### src/logic/sds_consts.vh
// Shared constants of the step and direction microstep sequencer.
// Included by the sequencer and its sine lookup; holds definitions only.
`ifndef SDS_CONSTS_VH
`define SDS_CONSTS_VH

// Microstep counter and table geometry.
`define SDS_CNT_W 10
`define SDS_CNT_ONE 10'h001
`define SDS_CNT_RESET 10'h000
`define SDS_QUARTER 9'h100
`define SDS_COS_SHIFT 10'h100
// Resolution code: 0 is finest (width 1), 8 is full step (width 256).
`define SDS_RES_FINE 4'h0
`define SDS_RES_FULL 4'h8
// Sine output.
`define SDS_AMP_W 9
`define SDS_AMP_ZERO 9'h000
// Step period measurement.
`define SDS_TSTEP_W 20
`define SDS_TSTEP_MAX 20'hf_ffff
`define SDS_TSTEP_ONE 20'h0_0001
// Load measurement and adaptive current regulation.
`define SDS_LOAD_W 10
`define SDS_THR_SCALE 5'h00
`define SDS_FILT_LAST 2'h3
`define SDS_FILT_ZERO 2'h0
`define SDS_CS_W 5
`define SDS_CS_ONE 6'h01
`define SDS_DN_N0 6'h20
`define SDS_DN_N1 6'h08
`define SDS_DN_N2 6'h02
`define SDS_DN_N3 6'h01
`define SDS_DN_ZERO 6'h00

`endif

### src/logic/sds_sequencer.v
// Step and direction sequencer with microstep table and adaptive current.
// Assumes step and dir come from an external pulse source and all
// settings are static ports driven from the ref_clk domain.
`timescale 1ns/1ps
`include "sds_consts.vh"

module sds_sequencer (
  input wire ref_clk,
  input wire rst_n,
  input wire step_in,
  input wire dir_in,
  input wire double_edge,
  input wire [3:0] resolution,
  input wire [4:0] run_current,
  input wire [4:0] hold_current,
  input wire hold_select,
  input wire [`SDS_TSTEP_W-1:0] lower_velocity_threshold,
  input wire [`SDS_TSTEP_W-1:0] upper_velocity_threshold,
  input wire [`SDS_LOAD_W-1:0] load_measure_value,
  input wire load_measure_valid,
  input wire load_filter,
  input wire [3:0] lower_load_threshold,
  input wire [3:0] upper_load_window,
  input wire [1:0] current_increment_step,
  input wire [1:0] current_decrement_rate,
  input wire min_current_select,
  output reg [`SDS_CNT_W-1:0] microstep_count_q,
  output reg signed [`SDS_AMP_W-1:0] coil_a_q,
  output reg signed [`SDS_AMP_W-1:0] coil_b_q,
  output reg [`SDS_CS_W-1:0] current_scale_q,
  output reg adaptive_active_q,
  output reg [`SDS_TSTEP_W-1:0] step_period_q
);

  // Nearest position of the coarser grid: multiples of the width offset by
  // half a width, so steps stay symmetric in both directions.
  function [`SDS_CNT_W-1:0] snap;
    input [`SDS_CNT_W-1:0] pos;
    input [`SDS_CNT_W-1:0] width;
    begin
      snap = (pos & ~(width - `SDS_CNT_ONE)) | (width >> 1);
    end
  endfunction

  function [5:0] dn_need;
    input [1:0] code;
    begin
      case (code)
        2'h0: dn_need = `SDS_DN_N0;
        2'h1: dn_need = `SDS_DN_N1;
        2'h2: dn_need = `SDS_DN_N2;
        default: dn_need = `SDS_DN_N3;
      endcase
    end
  endfunction

  // Input synchronisers; the first stage feeds only the second.
  reg step_s1_q;
  reg step_s2_q;
  reg step_s3_q;
  reg dir_s1_q;
  reg dir_s2_q;

  always @(posedge ref_clk or negedge rst_n) begin
    if (!rst_n) begin
      step_s1_q <= 1'b0;
      step_s2_q <= 1'b0;
      step_s3_q <= 1'b0;
      dir_s1_q <= 1'b0;
      dir_s2_q <= 1'b0;
    end else begin
      step_s1_q <= step_in;
      step_s2_q <= step_s1_q;
      step_s3_q <= step_s2_q;
      dir_s1_q <= dir_in;
      dir_s2_q <= dir_s1_q;
    end
  end

  // A rate above the documented limit merges edges in the synchroniser.
  wire step_evt = double_edge ? (step_s2_q ^ step_s3_q) :
                  (step_s2_q & ~step_s3_q);

  // Microstep counter.
  reg [3:0] res_prev_q;
  wire [3:0] res_eff = (resolution > `SDS_RES_FULL) ? `SDS_RES_FULL :
                       resolution;
  wire [`SDS_CNT_W-1:0] width = `SDS_CNT_ONE << res_eff;
  wire coarser = res_eff > res_prev_q;
  reg [`SDS_CNT_W-1:0] base;
  reg [`SDS_CNT_W-1:0] cnt_d;

  always @* begin
    if (coarser) begin
      base = snap(microstep_count_q, width);
    end else begin
      base = microstep_count_q;
    end
    if (step_evt && dir_s2_q) begin
      cnt_d = base - width;
    end else if (step_evt) begin
      cnt_d = base + width;
    end else begin
      cnt_d = base;
    end
  end

  wire signed [`SDS_AMP_W-1:0] sine_a;
  wire signed [`SDS_AMP_W-1:0] sine_b;

  sds_sine_lut u_lut_a (
    .phase(microstep_count_q),
    .amplitude(sine_a)
  );

  sds_sine_lut u_lut_b (
    .phase(microstep_count_q + `SDS_COS_SHIFT),
    .amplitude(sine_b)
  );

  always @(posedge ref_clk or negedge rst_n) begin
    if (!rst_n) begin
      res_prev_q <= `SDS_RES_FINE;
      microstep_count_q <= `SDS_CNT_RESET;
      coil_a_q <= `SDS_AMP_ZERO;
      coil_b_q <= `SDS_AMP_ZERO;
    end else begin
      res_prev_q <= res_eff;
      microstep_count_q <= cnt_d;
      coil_a_q <= sine_a;
      coil_b_q <= sine_b;
    end
  end

  // Step period in clocks, saturating, stands in for the velocity.
  reg [`SDS_TSTEP_W-1:0] period_cnt_q;

  always @(posedge ref_clk or negedge rst_n) begin
    if (!rst_n) begin
      period_cnt_q <= `SDS_TSTEP_ONE;
      step_period_q <= `SDS_TSTEP_MAX;
    end else if (step_evt) begin
      step_period_q <= period_cnt_q;
      period_cnt_q <= `SDS_TSTEP_ONE;
    end else if (period_cnt_q != `SDS_TSTEP_MAX) begin
      period_cnt_q <= period_cnt_q + `SDS_TSTEP_ONE;
    end
  end

  // Slow motion means a long period: lower velocity limit is a ceiling on
  // the period, upper velocity limit a floor.
  wire vel_ok = (step_period_q <= lower_velocity_threshold) &&
                (step_period_q >= upper_velocity_threshold);
  wire adapt_on = (lower_load_threshold != 4'h0) && vel_ok &&
                  !hold_select;

  // Load measurement filter: averages four readings into one.
  reg [1:0] filt_cnt_q;
  reg [`SDS_LOAD_W+1:0] filt_acc_q;
  wire [`SDS_LOAD_W+1:0] filt_sum = filt_acc_q +
                                    {2'h0, load_measure_value};
  wire filt_done = load_measure_valid && filt_cnt_q == `SDS_FILT_LAST;
  wire sample_evt = load_filter ? filt_done : load_measure_valid;
  wire [`SDS_LOAD_W-1:0] sample = load_filter ?
       filt_sum[`SDS_LOAD_W+1:2] : load_measure_value;

  always @(posedge ref_clk or negedge rst_n) begin
    if (!rst_n) begin
      filt_cnt_q <= `SDS_FILT_ZERO;
      filt_acc_q <= {(`SDS_LOAD_W+2){1'b0}};
    end else if (!load_filter) begin
      filt_cnt_q <= `SDS_FILT_ZERO;
      filt_acc_q <= {(`SDS_LOAD_W+2){1'b0}};
    end else if (filt_done) begin
      filt_cnt_q <= `SDS_FILT_ZERO;
      filt_acc_q <= {(`SDS_LOAD_W+2){1'b0}};
    end else if (load_measure_valid) begin
      filt_cnt_q <= filt_cnt_q + 2'h1;
      filt_acc_q <= filt_sum;
    end
  end

  // Thresholds and bounds.
  wire [`SDS_LOAD_W-1:0] lo_thr = {1'b0, lower_load_threshold,
                                   `SDS_THR_SCALE};
  wire [4:0] hi_sum = {1'b0, lower_load_threshold} +
                      {1'b0, upper_load_window} + 5'h01;
  wire [`SDS_LOAD_W-1:0] hi_thr = {hi_sum, `SDS_THR_SCALE};
  wire [5:0] cs_max = {1'b0, run_current};
  wire [5:0] cs_min = min_current_select ? {3'h0, run_current[4:2]} :
                      {2'h0, run_current[4:1]};
  wire [5:0] cs_now = {1'b0, current_scale_q};
  wire [5:0] cs_up = cs_now + (`SDS_CS_ONE << current_increment_step);
  wire [5:0] cs_dn = cs_now - `SDS_CS_ONE;

  reg [5:0] dn_cnt_q;
  reg [5:0] dn_cnt_d;
  reg [5:0] cs_d;

  always @* begin
    cs_d = cs_now;
    dn_cnt_d = dn_cnt_q;
    if (!adapt_on) begin
      cs_d = hold_select ? {1'b0, hold_current} : cs_max;
      dn_cnt_d = `SDS_DN_ZERO;
    end else if (sample_evt && sample < lo_thr) begin
      cs_d = (cs_up > cs_max) ? cs_max : cs_up;
      dn_cnt_d = `SDS_DN_ZERO;
    end else if (sample_evt && sample >= hi_thr) begin
      if (dn_cnt_q + `SDS_CS_ONE >= dn_need(current_decrement_rate)) begin
        cs_d = (cs_dn < cs_min || cs_now == 6'h00) ? cs_min : cs_dn;
        dn_cnt_d = `SDS_DN_ZERO;
      end else begin
        dn_cnt_d = dn_cnt_q + `SDS_CS_ONE;
      end
    end else if (sample_evt) begin
      dn_cnt_d = `SDS_DN_ZERO;
    end else if (cs_now > cs_max) begin
      cs_d = cs_max;
    end else if (cs_now < cs_min) begin
      cs_d = cs_min;
    end
  end

  always @(posedge ref_clk or negedge rst_n) begin
    if (!rst_n) begin
      current_scale_q <= {`SDS_CS_W{1'b0}};
      dn_cnt_q <= `SDS_DN_ZERO;
      adaptive_active_q <= 1'b0;
    end else begin
      current_scale_q <= cs_d[`SDS_CS_W-1:0];
      dn_cnt_q <= dn_cnt_d;
      adaptive_active_q <= adapt_on;
    end
  end

endmodule

### src/logic/sds_sine_lut.v
// Signed sine lookup over 1024 phase positions for one coil.
// Assumes a phase that the sequencer holds stable; purely combinational.
`timescale 1ns/1ps
`include "sds_consts.vh"

module sds_sine_lut (
  input wire [`SDS_CNT_W-1:0] phase,
  output reg signed [`SDS_AMP_W-1:0] amplitude
);

  // A coarse quarter wave with linear fill keeps the area small, at the
  // cost of up to one count of error between the stored points.
  function [7:0] coarse;
    input [5:0] idx;
    begin
      case (idx)
        6'h00: coarse = 8'h00;
        6'h01: coarse = 8'h0c;
        6'h02: coarse = 8'h18;
        6'h03: coarse = 8'h24;
        6'h04: coarse = 8'h30;
        6'h05: coarse = 8'h3c;
        6'h06: coarse = 8'h48;
        6'h07: coarse = 8'h54;
        6'h08: coarse = 8'h5f;
        6'h09: coarse = 8'h6a;
        6'h0a: coarse = 8'h75;
        6'h0b: coarse = 8'h7f;
        6'h0c: coarse = 8'h8a;
        6'h0d: coarse = 8'h94;
        6'h0e: coarse = 8'h9d;
        6'h0f: coarse = 8'ha7;
        6'h10: coarse = 8'haf;
        6'h11: coarse = 8'hb8;
        6'h12: coarse = 8'hc0;
        6'h13: coarse = 8'hc7;
        6'h14: coarse = 8'hce;
        6'h15: coarse = 8'hd5;
        6'h16: coarse = 8'hdb;
        6'h17: coarse = 8'he0;
        6'h18: coarse = 8'he5;
        6'h19: coarse = 8'hea;
        6'h1a: coarse = 8'hed;
        6'h1b: coarse = 8'hf1;
        6'h1c: coarse = 8'hf3;
        6'h1d: coarse = 8'hf5;
        6'h1e: coarse = 8'hf7;
        default: coarse = 8'hf8;
      endcase
    end
  endfunction

  function [7:0] quarter_amp;
    input [8:0] q;
    reg [7:0] lo;
    reg [7:0] hi;
    reg [10:0] step;
    begin
      lo = coarse(q[8:3]);
      hi = coarse(q[8:3] + 6'h01);
      step = ({3'h0, hi} - {3'h0, lo}) * {8'h00, q[2:0]};
      quarter_amp = lo + step[10:3];
    end
  endfunction

  reg [8:0] q;
  reg [7:0] mag;

  always @* begin
    if (phase[8]) begin
      q = `SDS_QUARTER - {1'b0, phase[7:0]};
    end else begin
      q = {1'b0, phase[7:0]};
    end
    mag = quarter_amp(q);
    if (phase[9]) begin
      amplitude = `SDS_AMP_ZERO - {1'b0, mag};
    end else begin
      amplitude = {1'b0, mag};
    end
  end

endmodule

### config.mk
export PLATFORM = sky130hd
export DESIGN_NAME = sds_sequencer
export DESIGN_NICKNAME = d
export VERILOG_FILES = /design/src/logic/sds_sequencer.v /design/src/logic/sds_sine_lut.v
export VERILOG_INCLUDE_DIRS = /design/src /design/src/logic
export SDC_FILE = /design/constraint.sdc
export NUM_CORES = 1
export LEC_CHECK = 0
export BUFFER_PORTS_ARGS = -buffer_cell sky130_fd_sc_hd__buf_2
export CAP_MARGIN = 20
export CELL_PAD_IN_SITES_DETAIL_PLACEMENT = 2
export CELL_PAD_IN_SITES_GLOBAL_PLACEMENT = 2
export CORE_ASPECT_RATIO = 1.1
export CORE_UTILIZATION = 39
export CTS_CLUSTER_DIAMETER = 40
export DETAILED_ROUTE_END_ITERATION = 6
export PLACE_DENSITY = 0.85
export SLEW_MARGIN = 20
export SYNTH_ARGS = -nofsm -noshare
export SYNTH_HDL_FRONTEND = slang
export SYNTH_HIERARCHICAL = 1
export SYNTH_SLANG_ARGS = --single-unit
### constraint.sdc
create_clock -name ref_clk -period 23.6 [get_ports ref_clk]
set_input_delay 4.72 -clock ref_clk [delete_from_list [all_inputs] [get_ports ref_clk]]
set_output_delay 4.72 -clock ref_clk [all_outputs]
set_load 0.02 [all_outputs]
# Word-level counts from Yosys, hierarchy flattened
# Memory sizes are Yosys's and may differ from the RTL's.
# Cells that the tools add are included.
totals:
  reg_bits: 103
  rom_bits: 1024
  inputBits: 85
  output_inout_bits: 54
  elab_cells: 129
  memories: 4
mem_list:
  columns: ["name", "words", "word_bits", "read_ports", "rd_clocked_by_memory_dff", "write_ports", "line_no", "rtl"]
  rows:
  - ["(name not given)", 32, 8, 1, 0, 0, "sds_sine_lut.v:16", "case (idx)"]
  - ["(name not given)", 32, 8, 1, 0, 0, "sds_sine_lut.v:16", null]
  - ["(name not given)", 32, 8, 1, 0, 0, "sds_sine_lut.v:16", null]
  - ["(name not given)", 32, 8, 1, 0, 0, "sds_sine_lut.v:16", null]
op_classes:
  n_addsub: 22
  multipliers: 2
  magnitude_cmp: 11
  eq_ne: 9
  shift: 2
  mux: 43
  bitwise: 6
  reduce_logical: 14
ops:
  columns: ["op", "n"]
  rows:
  - ["two-way mux 5 bit", 10]
  - ["two-way mux 6 bit", 8]
  - ["two-way mux 10 bit", 4]
  - ["two-way mux 20 bit", 2]
  - ["two-way mux 12 bit", 3]
  - ["two-way mux 9 bit", 4]
  - ["two-way mux 8 bit", 4]
  - ["multiplier 11 x 3 -> 11 bit", 2]
  - ["adder 20 x 1 -> 20 bit (second input constant)", 1]
  - ["greater-or-equal comparator 20 bit", 1]
  - ["less-or-equal comparator 20 bit", 1]
  - ["inequality test 20 bit (second input constant)", 1]
  - ["adder 6 x 1 -> 6 bit (second input constant)", 3]
  - ["case mux 6 bit (3 select lines)", 1]
  - ["subtractor 1 x 8 -> 9 bit (first input constant)", 2]
  - ["subtractor 8 x 8 -> 9 bit", 2]
  - ["subtractor 9 x 8 -> 9 bit (first input constant)", 2]
  - ["adder 8 bit", 2]
  - ["adder 12 x 10 -> 12 bit", 1]
  - ["adder 10 bit", 1]
  - ["adder 10 x 9 -> 10 bit (second input constant)", 1]
  - ["AND 10 bit", 1]
  - ["greater-or-equal comparator 10 bit", 1]
  - ["less-than comparator 10 x 9 -> 1 bit", 1]
  - ["39 further kinds", 50]

# Longest topological paths before layout
depth:
  ltp_word: 12
  depth_mapped: 40
  mapped_depth_nobuf: 38

# Hierarchy
# The synthesis kept the hierarchy.
modules_own_cells:
  columns: ["mod", "n_inst", "cells_per_inst", "area_per_inst_um2", "seq_area_each_um2"]
  rows:
  - ["sds_sequencer", 1, 945, 8190.4, 2603.7]
  - ["sds_sine_lut (u_lut_b)", 1, 408, 2844.0, 0.0]
  - ["sds_sine_lut (u_lut_a)", 1, 413, 2819.0, 0.0]

# Least setup slack after synthesis
# No wires, ideal clock.
synth_timing:
  path_type: "input to register"
  start: "input load_measure_value[0]"
  end: "register current_scale_q[0]"
  setup_ns: 0.135
  t_arrival_ns: 8.342
  t_required_ns: 23.465
  path_slack_ns: 15.123
  stages: 20
  path_buffers: 1
  path_cell_list: "ha_1 -> inv_1 -> fa_1 -> nor2b_4 -> o31a_1 -> o31a_1 -> o21ai_0 -> a21boi_0 -> o21ai_0 -> a211o_1 -> o221ai_1 -> ha_1 -> a21o_1 -> o21ai_0 -> a21oi_1 -> or2_1 -> buf_6 -> a21o_1 -> a221oi_1 -> o22ai_1"
synth_between:
  elab_chain_len: 7
  elab_cells_between_ends: 13
  cone_classes: "add/sub: 1; order compare: 2; eq/ne: 3; mux: 4; reduce/logical: 3"
synth_lines:
  columns: ["element", "line_no", "rtl"]
  rows:
  - ["from (decl)", "sds_sequencer.v:19", "input wire [`SDS_LOAD_W-1:0] load_measure_value,"]
  - ["adder 12 x 10 -> 12 bit", "sds_sequencer.v:160", "wire [`SDS_LOAD_W+1:0] filt_sum = filt_acc_q +"]
  - ["two-way mux 10 bit (*)", "sds_sequencer.v:164", "wire [`SDS_LOAD_W-1:0] sample = load_filter ?"]
  - ["greater-or-equal comparator 10 bit", "sds_sequencer.v:209", "end else if (sample_evt && sample >= hi_thr) begin"]
  - ["logical AND 1 bit", "sds_sequencer.v:209", null]
  - ["two-way mux 5 bit", "sds_sequencer.v:209", null]
  - ["two-way mux 5 bit", "sds_sequencer.v:206", "end else if (sample_evt && sample < lo_thr) begin"]
  - ["two-way mux 5 bit", "sds_sequencer.v:203", "if (!adapt_on) begin"]
  - ["to (signal assigned)", "sds_sequencer.v:227", "current_scale_q <= {`SDS_CS_W{1'b0}};"]
  - ["to (signal assigned)", "sds_sequencer.v:231", "current_scale_q <= cs_d[`SDS_CS_W-1:0];"]
  - ["to (decl)", "sds_sequencer.v:30", "output reg [`SDS_CS_W-1:0] current_scale_q,"]
# Every way passes the cells marked *; elsewhere a longest branch is shown, timed or not.
# A chain may end at the register's enable or synchronous reset.

# Worst setup path in the final report
layout_timing:
  start: "register microstep_count_q[8]"
  end: "register coil_b_q[8]"
layout_between:
  elab_chain_len: 10
  elab_cells_between_ends: 12
  cone_classes: "add/sub: 5; mul: 1; mux: 4; memory: 2"
layout_lines:
  columns: ["element", "line_no", "rtl"]
  rows:
  - ["from (decl)", "sds_sequencer.v:27", "output reg [`SDS_CNT_W-1:0] microstep_count_q,"]
  - ["from (signal assigned)", "sds_sequencer.v:124", "microstep_count_q <= `SDS_CNT_RESET;"]
  - ["from (signal assigned)", "sds_sequencer.v:129", "microstep_count_q <= cnt_d;"]
  - ["adder 10 x 9 -> 10 bit (no source line) (*)", null, null]
  - ["two-way mux 9 bit", "sds_sine_lut.v:70", "if (phase[8]) begin"]
  - ["adder 6 x 1 -> 6 bit", "sds_sine_lut.v:60", "hi = coarse(q[8:3] + 6'h01);"]
  - ["memory read (32 x 8 bit)", null, null]
  - ["two-way mux 8 bit", "sds_sine_lut.v:16", null]
  - ["subtractor 8 x 8 -> 9 bit", "sds_sine_lut.v:61", "step = ({3'h0, hi} - {3'h0, lo}) * {8'h00, q[2:0]};"]
  - ["multiplier 11 x 3 -> 11 bit", "sds_sine_lut.v:61", null]
  - ["adder 8 bit", "sds_sine_lut.v:62", "quarter_amp = lo + step[10:3];"]
  - ["subtractor 1 x 8 -> 9 bit (no source line)", null, null]
  - ["two-way mux 9 bit (*)", "sds_sine_lut.v:76", "if (phase[9]) begin"]
  - ["net sine_b[8]", "sds_sequencer.v:109", "wire signed [`SDS_AMP_W-1:0] sine_b;"]
  - ["to (signal assigned)", "sds_sequencer.v:126", "coil_b_q <= `SDS_AMP_ZERO;"]
  - ["to (signal assigned)", "sds_sequencer.v:131", "coil_b_q <= sine_b;"]
  - ["to (decl)", "sds_sequencer.v:29", "output reg signed [`SDS_AMP_W-1:0] coil_b_q,"]
# The timed path passes the listed nets; every way through them passes the cells marked *.

==> results.tsv <==
stage	metric	value	unit
grt	grt_pass1_vias	15236	
clock_tree	clock_sinks	103	
final_layout	regArea	2600	µm²
setup_path	r2r_setup_slack	14.14	ns
final_layout	multi_input_area	10400	µm²
final_layout	mostFrequentLayoutCells	nand2_1, ha_1, inv_1	
setup_path	path_max_fanout	22	
floorplan	num_io_pins	139	
synth	synth-edff-count	0	
synth	synth_area	13900	µm²
clock_tree	clkTransAtPathRegs	0.09	ns
synth	async_flop_share	100	%
synth	yosysWarnings	6	
route	avgViaCountPerCell	5.92	
hold_path	whs_path_depth	0	
setup_path	r2r-start	microstep_count_q[8]	
clock_tree	h-tree-depth	3	
floorplan	start_util	39.5	%
route	antenna_left	0	
synth	yosys.cell_types.count	103	
setup_path	criticalPathCategory	reg2reg	
route	dr.pass1.iters	4	
sta	finalSetupViolations	0	
floorplan	die_area	36300	µm²
route	drt_wl_total	50.7	mm
sta	fmax	106	MHz
clock_tree	root_buffer	clkbuf_16	
grt	grt_max_degree	60	
setup_path	crit_slowest_cell	o21ai_0	
hold_path	hold_path_end	step_s2_q	
setup_path	required	23.87	ns
setup_path	reg2reg_depth	34	
floorplan	die_y	200	µm
route	wl_per_cell	21.8	µm
sta	tns	0	ns
sta	slew_headroom	35.7	%
clock_tree	postCtsSetupBuffers	0	
grt	track_usage	28.3	%
sta	report.final.slew_viol_count	0	
setup_path	worstSetupEndpointType	register	
clock_tree	clk_latency	0.38	ns
grt	grt_pass1_wl	82.4	mm
route	drc	0	
outcome	run_status	completed	
synth	syn_avg_cell_area	7.84	µm²
placed_design	dp_hpwl	38.9	mm
setup_path	cp.arrival	9.72	ns
synth	synth-main-ff-cell	dfrtp_1	
sta	fin_worst_skew	0.0186	ns
final_layout	areaGrowthSynthToFinish	10.5	%
sta	period_needed	9.46	ns
floorplan	design.core.area	35000	µm²
grt	antenna_found_initial	2	
floorplan	die_width	182	µm
clock_tree	cts_tree	yes	
grt	grt-ovfl-total	0	
route	vias	13758	
synth	synth_fp_nets	2054	
final_layout	final_common_cell	nand2_1	
sta	rsz0062_at_grt	false	
sta	hold_violations	0	
setup_path	reg2reg_to	coil_b_q[8]	
sta	fin_crit_sh	40.1	%
sta	worst_pin_slew	0.965	ns
floorplan	rows	72	
clock_tree	cts-buffers-inserted	9	
final_layout	nNetsFinal	2161	
clock_tree	hold_buffers	0	
setup_path	cpPeakStageDelay	0.57	ns
synth	ys_seq_area_share	18.8	%
placed_design	portBuffers	138	
final_layout	fill_cells	4094	
final_layout	drive_gt1_share	13.5	%
clock_tree	post_cts_resize_count	0	
setup_path	critPathLaunchType	register	
placed_design	finalWeightedCongestion	0.896	
synth	netlist_instances	1766	
route	drtIter0Drc	510	
clock_tree	clockBufferDepth	2	
hold_path	hold_class	reg2reg	
job	cap_violations	0	
hold_path	min_from	step_s1_q	
synth	synth_seq_cells	103	
critical path, delay by kind of cell (launching register included):
kind            cells  cell delay, ns
compound gates     12            3.16
fa+ha+maj           6            2.40
buf+inv             6            1.41
xor+xnor            4            1.03
simple gates        6            0.93
flops               1            0.38
how the worst max path moves through the flow:
stage,startpoint,end,slack (ns),cells past startpoint
3_5_place_dp,load_measure_value[0],current_scale_q[0],14.28,20
6_report,microstep_count_q[8],coil_b_q[8],14.14,34
4_1_cts,microstep_count_q[8],coil_b_q[8],14.20,34
3_3_place_gp,load_measure_value[0],current_scale_q[0],14.65,20
2_1_floorplan,load_measure_value[0],current_scale_q[0],15.12,20
5_1_grt,microstep_count_q[8],coil_b_q[8],13.42,34
layout make-up:
| type | instances | area share [%] |
|---|---|---|
| clock inverter | 5 | 0.368 |
| timing repair buffer | 157 | 5.46 |
| clock buffer | 11 | 1.66 |
| inverter | 167 | 4.10 |
| tap | 444 | 3.63 |
| antenna | 1 | 0.0164 |
| sequential | 103 | 17.0 |
| multi-input combinational | 1435 | 67.8 |
metal layers:
layer | part of all wire [%] | GRT usage [%] | wire length [µm] | vias to the layer above
met2 | 53 | 54.3 | 26800 | 192
li1 | - | - | - | 6445
met5 | 0.026 | 0 | 13 | -
met4 | 2.3 | 8.00 | 1170 | 2
met1 | 42 | 33.0 | 21500 | 7035
met3 | 2.3 | 2.90 | 1140 | 84
flip-flops by register name (all words and copies together) (netlist names):
register / count
step_s3_q: 1
adaptive_active_q: 1
res_prev_q: 4
period_cnt_q: 20
step_s1_q: 1
dir_s1_q: 1
dir_s2_q: 1
coil_a_q: 9
filt_cnt_q: 2
filt_acc_q: 12
microstep_count_q: 10
current_scale_q: 5
step_period_q: 20
dn_cnt_q: 6
step_s2_q: 1
coil_b_q: 9
per-stage QoR:
| stage | utilization, % | area (µm²) | hold slack [ns] | setup slack, ns | std cells |
|---|---|---|---|---|---|
| floorplan | - | 13900 | 0.331 | 15.12 | 1766 |
| global placement | 42.8 | 15000 | 0.334 | 14.65 | 2306 |
| detailed placement | 42.8 | 15000 | 0.342 | 14.28 | 2306 |
| CTS | 43.7 | 15300 | 0.372 | 14.20 | 2322 |
| global route | 43.7 | 15300 | 0.381 | 13.42 | 2323 |
| finish | 43.7 | 15300 | 0.371 | 14.14 | 2323 |
logic make-up (layout without fill, tap and decap cells):
logic type	after synthesis	after routing	share of synthesized area (%)
AOI/OAI and AO/OA	482	482	23.6
xor gates and xnor gates	106	106	7.44
adders and majority gates	203	203	19.8
buffers and inverters	228	340	6.54
DFF	103	103	18.8
muxes	34	34	2.57
other	0	1	0
and+or+nand+nor	610	610	21.3
cells in the mapped netlist (all sizes together) (20+ instances only):
master | count | area share, %
xnor2 | 62 | 4.1
inv | 166 | 4.5
dfrtp | 82 | 15
nor3 | 35 | 1.3
o21ai | 117 | 4.3
clkbuf | 44 | 1.2
a211oi | 20 | 1.3
o211ai | 20 | 1.1
nand2b | 37 | 1.7
nor2 | 131 | 3.5
xor2 | 42 | 3.0
o21a | 27 | 1.5
mux2i | 21 | 1.5
nand3 | 46 | 1.7
nor2b | 32 | 1.5
dfstp | 21 | 4.0
nand2 | 224 | 6.1
a21o | 32 | 1.7
fa | 27 | 3.9
ha | 176 | 16
a21oi | 114 | 4.2
Power is left out: the tool's default activity adds up to more than one toggle a clock period on the data nets, which glitch-free logic cannot reach.
